==> config.mk <==
export PLATFORM = sky130hd
export DESIGN_NAME = scsc_top
export DESIGN_NICKNAME = d
export VERILOG_FILES = /design/src/scsc_pkg.sv /design/src/scsc_postdiv.sv /design/src/scsc_top.sv
export VERILOG_INCLUDE_DIRS = /design/src /design/src/src
export SDC_FILE = /design/constraint.sdc
export NUM_CORES = 1
export LEC_CHECK = 0
export BUFFER_PORTS_ARGS = -buffer_cell sky130_fd_sc_hd__buf_2
export CORE_AREA = 2 2 104 106
export DETAILED_ROUTE_END_ITERATION = 7
export DIE_AREA = 0 0 106 108
export PLACE_DENSITY = 0.83
export SLEW_MARGIN = 25
export SYNTH_ARGS = -nofsm -noshare
export SYNTH_HDL_FRONTEND = slang
export SYNTH_HIERARCHICAL = 1
export SYNTH_SLANG_ARGS = --single-unit
==> constraint.sdc <==
create_clock -name pclk -period 3.25 [get_ports pclk]
set_clock_uncertainty 0.05 [all_clocks]
set_input_delay 0.65 -clock pclk [delete_from_list [all_inputs] [get_ports pclk]]
set_output_delay 0.65 -clock pclk [all_outputs]
set_load 0.05 [all_outputs]
==> src/scsc_regs.svh <==
`ifndef SCSC_REGS_SVH
`define SCSC_REGS_SVH
// register byte addresses
`define SCSC_REQ_SEL_ADDR 12'h000
`define SCSC_CUR_SEL_ADDR 12'h004
`define SCSC_SWITCH_ADDR 12'h008
`define SCSC_READY_ADDR 12'h00C
`define SCSC_FORCE_ADDR 12'h010
`define SCSC_FREQ_ADDR 12'h014
`define SCSC_TRIM_ADDR 12'h018
`define SCSC_EVENT_ADDR 12'h01C
// source codes
`define SCSC_SRC_EXT 3'h7
`define SCSC_SRC_FAST1M 3'h6
`define SCSC_SRC_SLOW 3'h4
`define SCSC_SRC_SEC 3'h3
`define SCSC_SRC_EXT_PLL 3'h1
`define SCSC_SRC_FAST_PLL 3'h0
// field positions
`define SCSC_HOLD_BIT 7
`define SCSC_PWR_BIT 6
`define SCSC_BYP_BIT 5
`define SCSC_DONE_BIT 4
`define SCSC_TRDY_BIT 3
`define SCSC_RDY_EXT_BIT 7
`define SCSC_RDY_FAST_BIT 6
`define SCSC_RDY_SLOW_BIT 4
`define SCSC_RDY_SEC_BIT 3
`define SCSC_RDY_ADC_BIT 2
`define SCSC_RDY_PLL_BIT 0
// limits and reset values
`define SCSC_DIV_MAX 4'h9
`define SCSC_FREQ_RST_1M 3'h2
`define SCSC_FREQ_RST_32M 3'h6
`define SCSC_FREQ_RESERVED 3'h2
`define SCSC_DIV_RST_1M 4'h2
`define SCSC_DIV_RST_OTHER 4'h0
`define SCSC_TRIM_RST 6'h00
`define SCSC_PLL_LOCK_CYC 4'h8
`endif

==> src/scsc_pkg.sv <==
package scsc_pkg;
  typedef logic [2:0] scsc_src_t;
  typedef logic [3:0] scsc_div_t;
  typedef struct packed {
    scsc_src_t src;
    scsc_div_t div;
  } scsc_sel_s;
  typedef struct packed {
    logic ext;
    logic fast;
    logic slow;
    logic sec;
    logic adc;
  } scsc_osc_s;
  typedef enum logic [1:0] {SCSC_IDLE, SCSC_WAIT, SCSC_HELD} scsc_sw_e;
endpackage : scsc_pkg

==> src/scsc_postdiv.sv <==
`timescale 1ns/1ps
// post-divider: one-cycle enable every 2**ratio_log2 source ticks
module scsc_postdiv
  import scsc_pkg::*;
(
  input wire logic pclk, // clock
  input wire logic presetn, // async reset, active low
  input wire logic src_tick, // selected source tick
  input wire scsc_div_t ratio_log2, // current divider code
  output logic sys_tick // divided system clock enable
);
  logic [8:0] cnt_q;
  logic [8:0] lim;

  assign lim = 9'(( 10'h001 << ratio_log2) - 10'h001);

  always_ff @(posedge pclk or negedge presetn) begin
    if (!presetn) begin
      cnt_q <= 9'h000;
    end else if (src_tick) begin
      cnt_q <= (cnt_q >= lim) ? 9'h000 : cnt_q + 9'h001;
    end
  end

  assign sys_tick = src_tick && (cnt_q >= lim);
endmodule : scsc_postdiv

==> src/scsc_top.sv <==
// The APB register port and the register addresses are this design's own decisions.
`timescale 1ns/1ps
`include "scsc_regs.svh"
module scsc_top
  import scsc_pkg::*;
(
  input wire logic pclk, // clock
  input wire logic presetn, // async reset, active low
  input wire logic psel, // apb select
  input wire logic penable, // apb enable
  input wire logic pwrite, // apb direction
  input wire logic [11:0] paddr, // apb byte address
  input wire logic [31:0] pwdata, // apb write data
  output logic [31:0] prdata, // apb read data
  output logic pready, // apb ready
  output logic pslverr, // apb error
  input wire logic [2:0] reset_source_fuse, // reset source fuse
  input wire logic [2:0] external_mode_fuse, // external mode fuse
  input wire logic switch_enable_fuse, // switching allowed fuse
  input wire logic [4:0] osc_tick_raw, // ext,fast,slow,sec,adc ticks from pins
  input wire logic [4:0] osc_ready_raw, // ext,fast,slow,sec,adc ready from analog
  input wire logic pll_lock_raw, // pll lock from analog
  input wire logic [4:0] osc_other_req, // other-module oscillator requests
  input wire logic switch_irq_enable, // switch interrupt enable
  output logic [4:0] osc_enable, // ext,fast,slow,sec,adc enables
  output logic pll_enable, // pll enable
  output logic [2:0] pll_input_sel, // pll input source code
  output logic [2:0] ext_osc_mode, // external oscillator mode
  output logic [2:0] fast_internal_freq_sel, // fast osc frequency code
  output logic [5:0] fast_internal_trim, // fast osc trim
  output logic sec_osc_high_power, // secondary high power
  output logic sec_osc_in_schmitt, // secondary input as buffered clock
  output logic sec_osc_out_enable, // secondary output pin driven by crystal amp
  output logic sys_clk_en, // system clock enable pulse
  output logic switch_event_flag, // clock switch event flag
  output logic switch_irq // clock switch interrupt request
);
  ////////////////////////////////////////////////////////////////////////////
  // synchronisers for analog status and oscillator ticks
  logic [5:0] rdy_s1_q;
  logic [5:0] rdy_s2_q;
  logic [4:0] tick_s1_q;
  logic [4:0] tick_s2_q;
  logic [4:0] tick_s3_q;

  always_ff @(posedge pclk or negedge presetn) begin
    if (!presetn) begin
      rdy_s1_q <= 6'h00;
      rdy_s2_q <= 6'h00;
    end else begin
      rdy_s1_q <= {pll_lock_raw, osc_ready_raw};
      rdy_s2_q <= rdy_s1_q;
    end
  end

  always_ff @(posedge pclk or negedge presetn) begin
    if (!presetn) begin
      tick_s1_q <= 5'h00;
      tick_s2_q <= 5'h00;
      tick_s3_q <= 5'h00;
    end else begin
      tick_s1_q <= osc_tick_raw;
      tick_s2_q <= tick_s1_q;
      tick_s3_q <= tick_s2_q;
    end
  end

  ////////////////////////////////////////////////////////////////////////////
  // fuse capture after reset release
  logic fuse_taken_q;

  always_ff @(posedge pclk or negedge presetn) begin
    if (!presetn) begin
      fuse_taken_q <= 1'b0;
    end else if (!fuse_taken_q) begin
      fuse_taken_q <= 1'b1;
    end
  end

  assign ext_osc_mode = external_mode_fuse;

  ////////////////////////////////////////////////////////////////////////////
  // registers
  scsc_sel_s req_q;
  scsc_sel_s cur_q;
  logic hold_q;
  logic pwr_q;
  logic byp_q;
  logic trdy_q;
  logic [4:0] force_q;
  logic [2:0] freq_q;
  logic [5:0] trim_q;
  logic evt_q;
  scsc_sw_e sw_q;
  logic wr_en;
  logic do_switch;
  logic target_rdy;
  logic [3:0] wr_div;
  logic [2:0] wr_src;

  assign wr_en = psel && penable && pwrite;
  assign wr_div = (pwdata[3:0] > `SCSC_DIV_MAX) ? req_q.div : pwdata[3:0];
  assign wr_src = pwdata[6:4];

  always_ff @(posedge pclk or negedge presetn) begin
    if (!presetn) begin
      req_q <= '0;
    end else if (!fuse_taken_q) begin
      req_q.src <= reset_source_fuse;
      req_q.div <= (reset_source_fuse == `SCSC_SRC_FAST1M) ? `SCSC_DIV_RST_1M : `SCSC_DIV_RST_OTHER;
    end else if (wr_en && paddr == `SCSC_REQ_SEL_ADDR && switch_enable_fuse) begin
      req_q.src <= wr_src;
      req_q.div <= wr_div;
    end
  end

  always_ff @(posedge pclk or negedge presetn) begin
    if (!presetn) begin
      cur_q <= '0;
    end else if (!fuse_taken_q) begin
      cur_q.src <= reset_source_fuse;
      cur_q.div <= (reset_source_fuse == `SCSC_SRC_FAST1M) ? `SCSC_DIV_RST_1M : `SCSC_DIV_RST_OTHER;
    end else if (do_switch) begin
      cur_q <= req_q;
    end
  end

  always_ff @(posedge pclk or negedge presetn) begin
    if (!presetn) begin
      hold_q <= 1'b0;
      pwr_q <= 1'b0;
      byp_q <= 1'b0;
    end else if (wr_en && paddr == `SCSC_SWITCH_ADDR) begin
      hold_q <= pwdata[`SCSC_HOLD_BIT];
      pwr_q <= pwdata[`SCSC_PWR_BIT];
      byp_q <= pwdata[`SCSC_BYP_BIT];
    end
  end

  always_ff @(posedge pclk or negedge presetn) begin
    if (!presetn) begin
      force_q <= 5'h00;
      trim_q <= `SCSC_TRIM_RST;
    end else begin
      if (wr_en && paddr == `SCSC_FORCE_ADDR) begin
        force_q <= {pwdata[7:6], pwdata[4:2]};
      end
      if (wr_en && paddr == `SCSC_TRIM_ADDR) begin
        trim_q <= pwdata[5:0];
      end
    end
  end

  always_ff @(posedge pclk or negedge presetn) begin
    if (!presetn) begin
      freq_q <= `SCSC_FREQ_RST_1M;
    end else if (!fuse_taken_q) begin
      freq_q <= (reset_source_fuse == `SCSC_SRC_FAST_PLL) ? `SCSC_FREQ_RST_32M : `SCSC_FREQ_RST_1M;
    end else if (wr_en && paddr == `SCSC_FREQ_ADDR) begin
      freq_q <= pwdata[2:0];
    end
  end

  ////////////////////////////////////////////////////////////////////////////
  // source decode
  function automatic logic [2:0] eff_src(input logic [2:0] code);
    logic [2:0] r;
    r = code;
    if (code == 3'h5 || code == 3'h2) begin
      r = `SCSC_SRC_FAST1M;
    end
    return r;
  endfunction : eff_src

  // index into {ext,fast,slow,sec,adc} vectors: 4=ext .. 0=adc
  function automatic logic [2:0] osc_idx(input logic [2:0] code);
    logic [2:0] r;
    r = 3'h3;
    case (code)
      `SCSC_SRC_EXT, `SCSC_SRC_EXT_PLL: r = 3'h4;
      `SCSC_SRC_SLOW: r = 3'h2;
      `SCSC_SRC_SEC: r = 3'h1;
      default: r = 3'h3;
    endcase
    return r;
  endfunction : osc_idx

  function automatic logic uses_pll(input logic [2:0] code);
    return code == `SCSC_SRC_FAST_PLL || code == `SCSC_SRC_EXT_PLL;
  endfunction : uses_pll

  logic [2:0] req_src;
  logic [2:0] cur_src;
  logic [4:0] osc_ready;
  logic pll_ready;
  logic [3:0] lock_cnt_q;
  logic req_path_ready;

  assign req_src = eff_src(req_q.src);
  assign cur_src = eff_src(cur_q.src);

  ////////////////////////////////////////////////////////////////////////////
  // oscillator enables and ready flags
  genvar gi;
  generate
    for (gi = 0; gi < 5; gi++) begin : g_osc
      assign osc_enable[gi] = force_q[gi] || osc_other_req[gi]
        || osc_idx(req_src) == 3'(gi) || osc_idx(cur_src) == 3'(gi);
      assign osc_ready[gi] = osc_enable[gi] && rdy_s2_q[gi];
    end
  endgenerate

  assign pll_enable = uses_pll(req_src) || uses_pll(cur_src);
  assign pll_input_sel = (sw_q != SCSC_IDLE && uses_pll(req_src)) ? req_src : cur_src;

  always_ff @(posedge pclk or negedge presetn) begin
    if (!presetn) begin
      lock_cnt_q <= 4'h0;
    end else if (!pll_enable || !rdy_s2_q[5]) begin
      lock_cnt_q <= 4'h0;
    end else if (lock_cnt_q != `SCSC_PLL_LOCK_CYC) begin
      lock_cnt_q <= lock_cnt_q + 4'h1;
    end
  end

  assign pll_ready = pll_enable && osc_ready[osc_idx(pll_input_sel)]
    && lock_cnt_q == `SCSC_PLL_LOCK_CYC;
  assign req_path_ready = osc_ready[osc_idx(req_src)] && (!uses_pll(req_src) || pll_ready);

  ////////////////////////////////////////////////////////////////////////////
  // switch sequencer
  assign target_rdy = sw_q != SCSC_IDLE && req_path_ready;
  assign do_switch = (sw_q == SCSC_WAIT && req_path_ready && !hold_q)
    || (sw_q == SCSC_HELD && !hold_q && req_path_ready);

  always_ff @(posedge pclk or negedge presetn) begin
    if (!presetn) begin
      sw_q <= SCSC_IDLE;
    end else begin
      case (sw_q)
        SCSC_IDLE: begin
          if (fuse_taken_q && req_q != cur_q) begin
            sw_q <= SCSC_WAIT;
          end
        end
        SCSC_WAIT, SCSC_HELD: begin
          if (req_q == cur_q) begin
            sw_q <= SCSC_IDLE;
          end else if (do_switch) begin
            sw_q <= SCSC_IDLE;
          end else if (req_path_ready && hold_q) begin
            sw_q <= SCSC_HELD;
          end
        end
        default: sw_q <= SCSC_IDLE;
      endcase
    end
  end

  always_ff @(posedge pclk or negedge presetn) begin
    if (!presetn) begin
      trdy_q <= 1'b0;
    end else begin
      trdy_q <= target_rdy && !do_switch;
    end
  end

  // event flag: set wins over a same-cycle clear
  logic trdy_rise;
  assign trdy_rise = target_rdy && !trdy_q;

  always_ff @(posedge pclk or negedge presetn) begin
    if (!presetn) begin
      evt_q <= 1'b0;
    end else if (trdy_rise) begin
      evt_q <= 1'b1;
    end else if (wr_en && paddr == `SCSC_EVENT_ADDR && pwdata[0]) begin
      evt_q <= 1'b0;
    end
  end

  assign switch_event_flag = evt_q;
  assign switch_irq = evt_q && switch_irq_enable;

  ////////////////////////////////////////////////////////////////////////////
  // pin and clock outputs
  logic src_tick;
  logic [4:0] tick_rise;

  assign tick_rise = tick_s2_q & ~tick_s3_q;
  assign src_tick = tick_rise[osc_idx(cur_src)];
  assign fast_internal_freq_sel = freq_q;
  assign fast_internal_trim = trim_q;
  assign sec_osc_high_power = !byp_q && pwr_q;
  assign sec_osc_in_schmitt = byp_q;
  assign sec_osc_out_enable = !byp_q && osc_enable[1];

  scsc_postdiv u_postdiv (
    .pclk(pclk),
    .presetn(presetn),
    .src_tick(src_tick),
    .ratio_log2(cur_q.div),
    .sys_tick(sys_clk_en)
  );

  ////////////////////////////////////////////////////////////////////////////
  // apb read
  logic [7:0] rd_byte;
  logic done;

  assign done = req_q == cur_q;

  always_comb begin
    rd_byte = 8'h00;
    case (paddr)
      `SCSC_REQ_SEL_ADDR: rd_byte = {1'b0, req_q.src, req_q.div};
      `SCSC_CUR_SEL_ADDR: rd_byte = {1'b0, cur_q.src, cur_q.div};
      `SCSC_SWITCH_ADDR: rd_byte = {hold_q, pwr_q, byp_q, done, trdy_q, 3'h0};
      `SCSC_READY_ADDR: rd_byte = {osc_ready[4:3], 1'b0, osc_ready[2:0], 1'b0, pll_ready};
      `SCSC_FORCE_ADDR: rd_byte = {force_q[4:3], 1'b0, force_q[2:0], 2'h0};
      `SCSC_FREQ_ADDR: rd_byte = {5'h00, freq_q};
      `SCSC_TRIM_ADDR: rd_byte = {2'h0, trim_q};
      `SCSC_EVENT_ADDR: rd_byte = {7'h00, evt_q};
      default: rd_byte = 8'h00;
    endcase
  end

  always_ff @(posedge pclk or negedge presetn) begin
    if (!presetn) begin
      prdata <= 32'h00000000;
    end else if (psel && !penable && !pwrite) begin
      prdata <= {24'h000000, rd_byte};
    end
  end

  assign pready = psel && penable;
  assign pslverr = psel && penable && paddr > `SCSC_EVENT_ADDR;
endmodule : scsc_top

==> flow_summary.json, run 1 <==
{
  "htree_levels": 3,
  "vias": 4204,
  "ys_async_sr_fraction": 1.00,
  "synth_top_family_by_area": "simple AND/OR/NAND/NOR gates",
  "status": "finished, violations left",
  "cts_tree": "built",
  "area_growth_pct": 14.2,
  "fin_crit_ps": 3450,
  "drive_above_1_share": 0.279,
  "crit_slowest_cell": "dfrtp_1",
  "ys_warn_count": 6,
  "syn_inst": 500,
  "synth_most_common_cell": "dfrtp_1",
  "die_x_um": 106,
  "hold_ws_ps": 259,
  "first_global_vias": 4026,
  "synth_area_mm2": 0.00484,
  "grtUsageTotal": 0.218,
  "p_leak_nw": 2.53,
  "dr.first_iter.drc_count": 353,
  "root_buffer": "clkbuf_8",
  "die-area_mm2": 0.0114,
  "final_nets": 672,
  "drc_errors": 0,
  "antenna_left": 0,
  "totalWireLength_mm": 12.3,
  "startpoint_type": "flop",
  "synth-simple-area-share": 0.185,
  "synth_mux_area_frac": 0.0592,
  "slowest_delay_ps": 410,
  "clockBufferDepth": 2,
  "hold_viol_final": 0,
  "grt_setup_unrepaired": "true",
  "firstDrtPassIters": 5,
  "synth_compound_area_frac": 0.169,
  "min_period_over_period": 1.06,
  "power_density_mw_per_mm2": 496,
  "setup_tns_ps": -196,
  "antenna_found_initial": 0,
  "end_kind": "output pin",
  "place_hpwl_mm": 8.96,
  "crit_family": "simple AND/OR/NAND/NOR gates",
  "grt_pass1_wl_mm": 19.6,
  "coreArea_mm2": 0.0102,
  "synth_xor_area_frac": 0.0310,
  "synth_ff_type": "dfrtp_1",
  "via_per_inst": 5.81,
  "port_buffers": 78,
  "cp_data_arrival_time_ps": 2750,
  "timing.slew.headroom": 0.517,
  "max_cap_viol_count": 0,
  "wl_per_cell_um": 17.0,
  "holdBufCountCts": 0,
  "start_util": 0.473,
  "synth_edf_count": 0,
  "cp_cell_sequence": "nor3_2 -> nand2_1 -> ha_4 -> nor4_2 -> a21o_1 -> a21oi_1 -> ha_1 -> o21ai_1 -> a21oi_2 -> a21oi_4 -> nor2b_4 -> buf_6",
  "worst_slew_pin_slew_ps": 725,
  "critPathKind": "reg -> out",
  "setup_viol_count_final": 1,
  "slew_violations": 0,
  "path_buf_inv": 1,
  "synth_commonest_cells": "dfrtp_1, nor2_1, nand2_1",
  "clock-sinks": 81,
  "synth_top_area_frac": 0.414,
  "vdd_drop_max_mv": 0.229,
  "place.gp.congestion": 0.897,
  "synth_seq_cells": 81,
  "clk_latency_ps": 360,
  "seq_area_frac_synth": 0.419,
  "rows": 37,
  "violations": "setup timing",
  "synthAdderAreaFrac": 0.0439,
  "cp_max_fo": 8,
  "syn_avg_cell_area_um2": 9.68,
  "layout_setup_ws_ps": -196,
  "antennaDiodeCount": 0,
  "ios": 134,
  "fmax_mhz": 290,
  "crit_required_ps": 2550,
  "yosysUniqueCellTypes": 78,
  "cts_buffers": 9,
  "grt_max_degree": 82,
  "yosysTopAreaCell": "dfrtp_1",
  "yosys-top-cells-area": "dfrtp_1, ha_1, buf_4",
  "dieHeight_um": 108,
  "grt-ovfl-total": 0,
  "hold_path_class": "in -> async",
  "crit_cells": 12,
  "clkSlewWorstSetupHoldPaths_ps": 90,
  "r2r_cells": 13
}
where the power goes:
part	internal [W]	total [W]	switching (W)	leakage [nW]
clock	0.000355	0.000741	0.000387	0.0933
combinational	0.000303	0.000821	0.000517	1.42
sequential	0.00108	0.00118	0.000101	1.02
worst reg2reg max path, cell delays in order, from the launching register on:
cell and delay, ps:
dfrtp_1 410, nor3_2 200, nand2_1 130, ha_4 220
nor4_2 290, a21o_1 130, a21oi_1 80, ha_1 280
o21ai_1 120, a21oi_2 100, a21oi_4 170, buf_4 180
nand2_2 90, o311ai_2 250
final cells by class:
class / count / area, um^2
clock buffer: 11 / 131
clock inverter: 5 / 56.3
fill: 886 / 4700
inverter: 21 / 78.8
multi-input combinational: 371 / 2510
sequential: 81 / 2030
tap: 136 / 170
timing repair buffer: 98 / 553
state kept, by name, summed over array words and instances (netlist names), 5 cells and up:
signal / flops
prdata: 8
req_q: 7
rdy_s2_q: 6
rdy_s1_q: 6
fast_internal_trim: 6
cur_q: 7
u_postdiv/cnt_q: 9
force_q: 5
timing repair:
| action | in CTS | in global routing |
|---|---|---|
| endpoints found under the hold margin | 0 | 0 |
| setup endpoints to repair | 1 | 1 |
| pin swaps | 5 | 5 |
| gates resized for setup | 7 | 4 |
| setup buffers | 3 | 3 |
metal layers:
metal	global-route usage	vias up	part of all wire
met5	0	-	0
met4	0.0949	0	0.022
met3	0.0440	29	0.089
met2	0.349	223	0.48
met1	0.289	2030	0.41
li1	-	1922	-
stage by stage:
stage	area (um^2)	worst slack, ps	util	cells	power [W]
final	5530	-196	0.540	723	0.00274
after global routing	5530	-311	0.540	723	0.00288
after CTS	5490	-101	0.537	720	0.00272
after detailed placement	5250	58.4	0.513	701	0.00197
after global placement	5250	124	0.513	701	0.00193
after floorplan	4950	6.56	-	523	0.00181
path summary, 6_finish.rpt:
path	startpoint	endpoint	slack (ps)
worst max-delay path	cur_q[2]$_DFFE_PN0P_	sys_clk_en	-200
worst min-delay path	presetn	prdata[1]$_DFFE_PN0P_	260
worst max register to register	cur_q[2]$_DFFE_PN0P_	u_postdiv/cnt_q[6]$_DFFE_PN0P_	470
worst min register to register	tick_s1_q[2]$_DFF_PN0_	tick_s2_q[2]$_DFF_PN0_	300
max in group asynchronous	presetn	tick_s1_q[3]$_DFF_PN0_	2370
min in group pclk	tick_s1_q[2]$_DFF_PN0_	tick_s2_q[2]$_DFF_PN0_	300
cells by family (layout without fill, tap and decap cells):
kind of cell | count (synthesis) | count (layout)
compound gates | 119 | 119
simple gates | 168 | 168
other cells | 2 | 25
buf+inv | 71 | 135
fa+ha+maj | 17 | 17
xor+xnor | 15 | 15
flops | 81 | 81
mux | 27 | 27
cell usage in the layout (no fill, tap or decap), types with 3 or more instances in the layout:
cell type	n
dfrtp_1	79
buf_2	76
nor2_1	43
nand2_1	32
conb_1	25
a21oi_1	22
inv_1	21
o21ai_0	20
buf_4	20
nand3_1	18
ha_1	16
mux2i_1	14
mux2_2	13
clkbuf_8	9
nand2b_1	8
xnor2_1	8
a31oi_1	8
o211ai_1	7
nor3_1	7
nand4_1	7
nor3_2	6
and3_1	6
xor2_1	6
a22oi_1	6
or2_2	5
a21o_1	5
or3_1	5
o21ai_1	5
nor2b_1	4
o22ai_1	4
a32oi_1	4
a211oi_1	3
o311ai_0	3
nor4_2	3
o31ai_1	3
a22o_1	3
a21oi_2	3
Power figures use the tool's default switching activity.
==> run 2: changes to the inputs <==
- SETUP_SLACK_MARGIN: default -> 0.5
==> run 2 against run 1 <==
Against the previous run:
- the run still ends with setup timing left
- maximum frequency is 2.1% higher
- global-route usage is 0.93 points higher
- clock power is 1% lower
- first-iteration DRC count is 13% higher
==> flow_summary.json, run 2 (synthesized netlist as in run 1, its figures left out) <==
{
  "antenna_found_initial": 0,
  "timing.slew.headroom": 0.517,
  "regToRegStartpoint": "cur_q[3]$_DFFE_PN0P_",
  "rows": 37,
  "cp_max_fo": 7,
  "fmax_mhz": 296,
  "multi_input_area_mm2": 0.00258,
  "port_buffers": 78,
  "placed_area_mm2": 0.00530,
  "grt_setup_unrepaired": "true",
  "stdcell_count": 729,
  "final_cell_mix": "dfrtp_1, buf_2, nor2_1",
  "crit_slowest_cell": "dfrtp_1",
  "worst_slew_pin_slew_ps": 724,
  "wl_per_cell_um": 17.5,
  "placed_cells": 705,
  "clockBufferDepth": 2,
  "pre_cts_ws_ps": 102,
  "worstSetupStartpoint": "cur_q[3]$_DFFE_PN0P_",
  "htree_levels": 3,
  "vdd_drop_max_mv": 0.250,
  "place.gp.congestion": 0.904,
  "fin_crit_ps": 3380,
  "fillers": 909,
  "first_global_vias": 4118,
  "violations": "setup timing",
  "grt_max_degree": 82,
  "cts_tree": "built",
  "via_per_inst": 5.75,
  "hold_path_class": "in -> async",
  "coreArea_mm2": 0.0102,
  "slew_violations": 0,
  "p_total_w": 0.00279,
  "setup_tns_ps": -126,
  "largest_reg_flops": 9,
  "seq_area_mm2": 0.00203,
  "vias": 4195,
  "end_kind": "output pin",
  "max_cap_viol_count": 0,
  "firstDrtPassIters": 5,
  "stdcell_area_mm2": 0.00566,
  "layout_setup_ws_ps": -126,
  "totalWireLength_mm": 12.8,
  "largestRegisters": "u_postdiv/cnt_q: 9 flops, prdata: 8 flops",
  "grtUsageTotal": 0.227,
  "path_common_cell": "a21oi_2",
  "cp_cell_sequence": "nor3_4 -> nand2_2 -> ha_4 -> nor2_2 -> nand2_1 -> a21oi_2 -> a31oi_1 -> ha_1 -> nand4_1 -> a21oi_2 -> a21oi_4 -> nor2b_4 -> buf_6",
  "grt-ovfl-total": 0,
  "root_buffer": "clkbuf_8",
  "dr.first_iter.drc_count": 398,
  "die-area_mm2": 0.0114,
  "clock-sinks": 81,
  "antennaDiodeCount": 0,
  "drive_above_1_share": 0.310,
  "holdBufCountCts": 0,
  "min_period_over_period": 1.04,
  "slowest_delay_ps": 410,
  "startpoint_type": "flop",
  "critPathKind": "reg -> out",
  "ios": 134,
  "setup_viol_count_final": 1,
  "die_x_um": 106,
  "clk_latency_ps": 370,
  "place_hpwl_mm": 9.46,
  "dieHeight_um": 108,
  "final_common_cell": "dfrtp_1",
  "clkSlewWorstSetupHoldPaths_ps": 90,
  "p_leak_nw": 2.59,
  "hold_viol_final": 0,
  "drc_errors": 0,
  "status": "finished, violations left",
  "crit_required_ps": 2550,
  "cp_data_arrival_time_ps": 2680,
  "final_nets": 678,
  "power_density_mw_per_mm2": 492,
  "regMostFlops": "u_postdiv/cnt_q",
  "area_growth_pct": 17.0,
  "antenna_left": 0,
  "grt_pass1_wl_mm": 20.3,
  "start_util": 0.473,
  "cts_buffers": 9
}
run 2: cell type report:
type | instances | share of cell area
well taps | 136 | 0.0300
inverters | 21 | 0.0139
repair buffers | 104 | 0.107
multi-input cells | 371 | 0.456
flip-flops and latches | 81 | 0.359
clock inverters | 6 | 0.0102
clock buffers | 10 | 0.0243
run 2: critical path, delay by kind of cell (launching register included):
family | cells | cell delay (ps)
compound gates | 4 | 460
simple gates | 6 | 720
flops | 1 | 410
fa+ha+maj | 2 | 550
buf+inv | 1 | 160
run 2: report_power, final:
| group | total (W) | switching (W) | internal [W] | leakage, nW |
|---|---|---|---|---|
| sequential | 0.00116 | 0.0000817 | 0.00108 | 1.02 |
| clock | 0.000731 | 0.000361 | 0.000370 | 0.102 |
| combinational | 0.000895 | 0.000559 | 0.000336 | 1.47 |
run 2: metrics by stage:
stage          utilization  hold slack [ps]
2_1_floorplan            -              281
3_3_place_gp         0.518              281
3_5_place_dp         0.518              285
4_1_cts              0.547              302
5_1_grt              0.554              303
6_report             0.554              283
run 2: path summary, 6_finish.rpt:
kind | endpoint | slack [ps] | cells after the start
setup / recovery | sys_clk_en | -130 | 13
setup reg to reg | u_postdiv/cnt_q[6]$_DFFE_PN0P_ | 500 | 13
hold / removal | tick_s1_q[4]$_DFF_PN0_ | 280 | 1
max in group asynchronous | req_q[5]$_DFFE_PN0P_ | 2370 | 1
min in group pclk | rdy_s2_q[4]$_DFF_PN0_ | 300 | 0
hold reg to reg | rdy_s2_q[4]$_DFF_PN0_ | 300 | 0
run 2: timing repair:
action | 4_1_cts | 5_1_grt
pin swaps | 9 | 10
setup endpoints to repair | 9 | 14
buffers inserted | 6 | 2
gates resized for setup | 15 | 10
run 2: routing by layer:
layer / track usage / wire (um) / vias to the layer above / share of wire
met5: 0 / 0 / - / 0
met4: 0.114 / 482 / 0 / 0.038
met3: 0.0428 / 803 / 40 / 0.063
met2: 0.381 / 6330 / 188 / 0.50
met1: 0.282 / 5160 / 2043 / 0.40
li1: - / - / 1924 / -
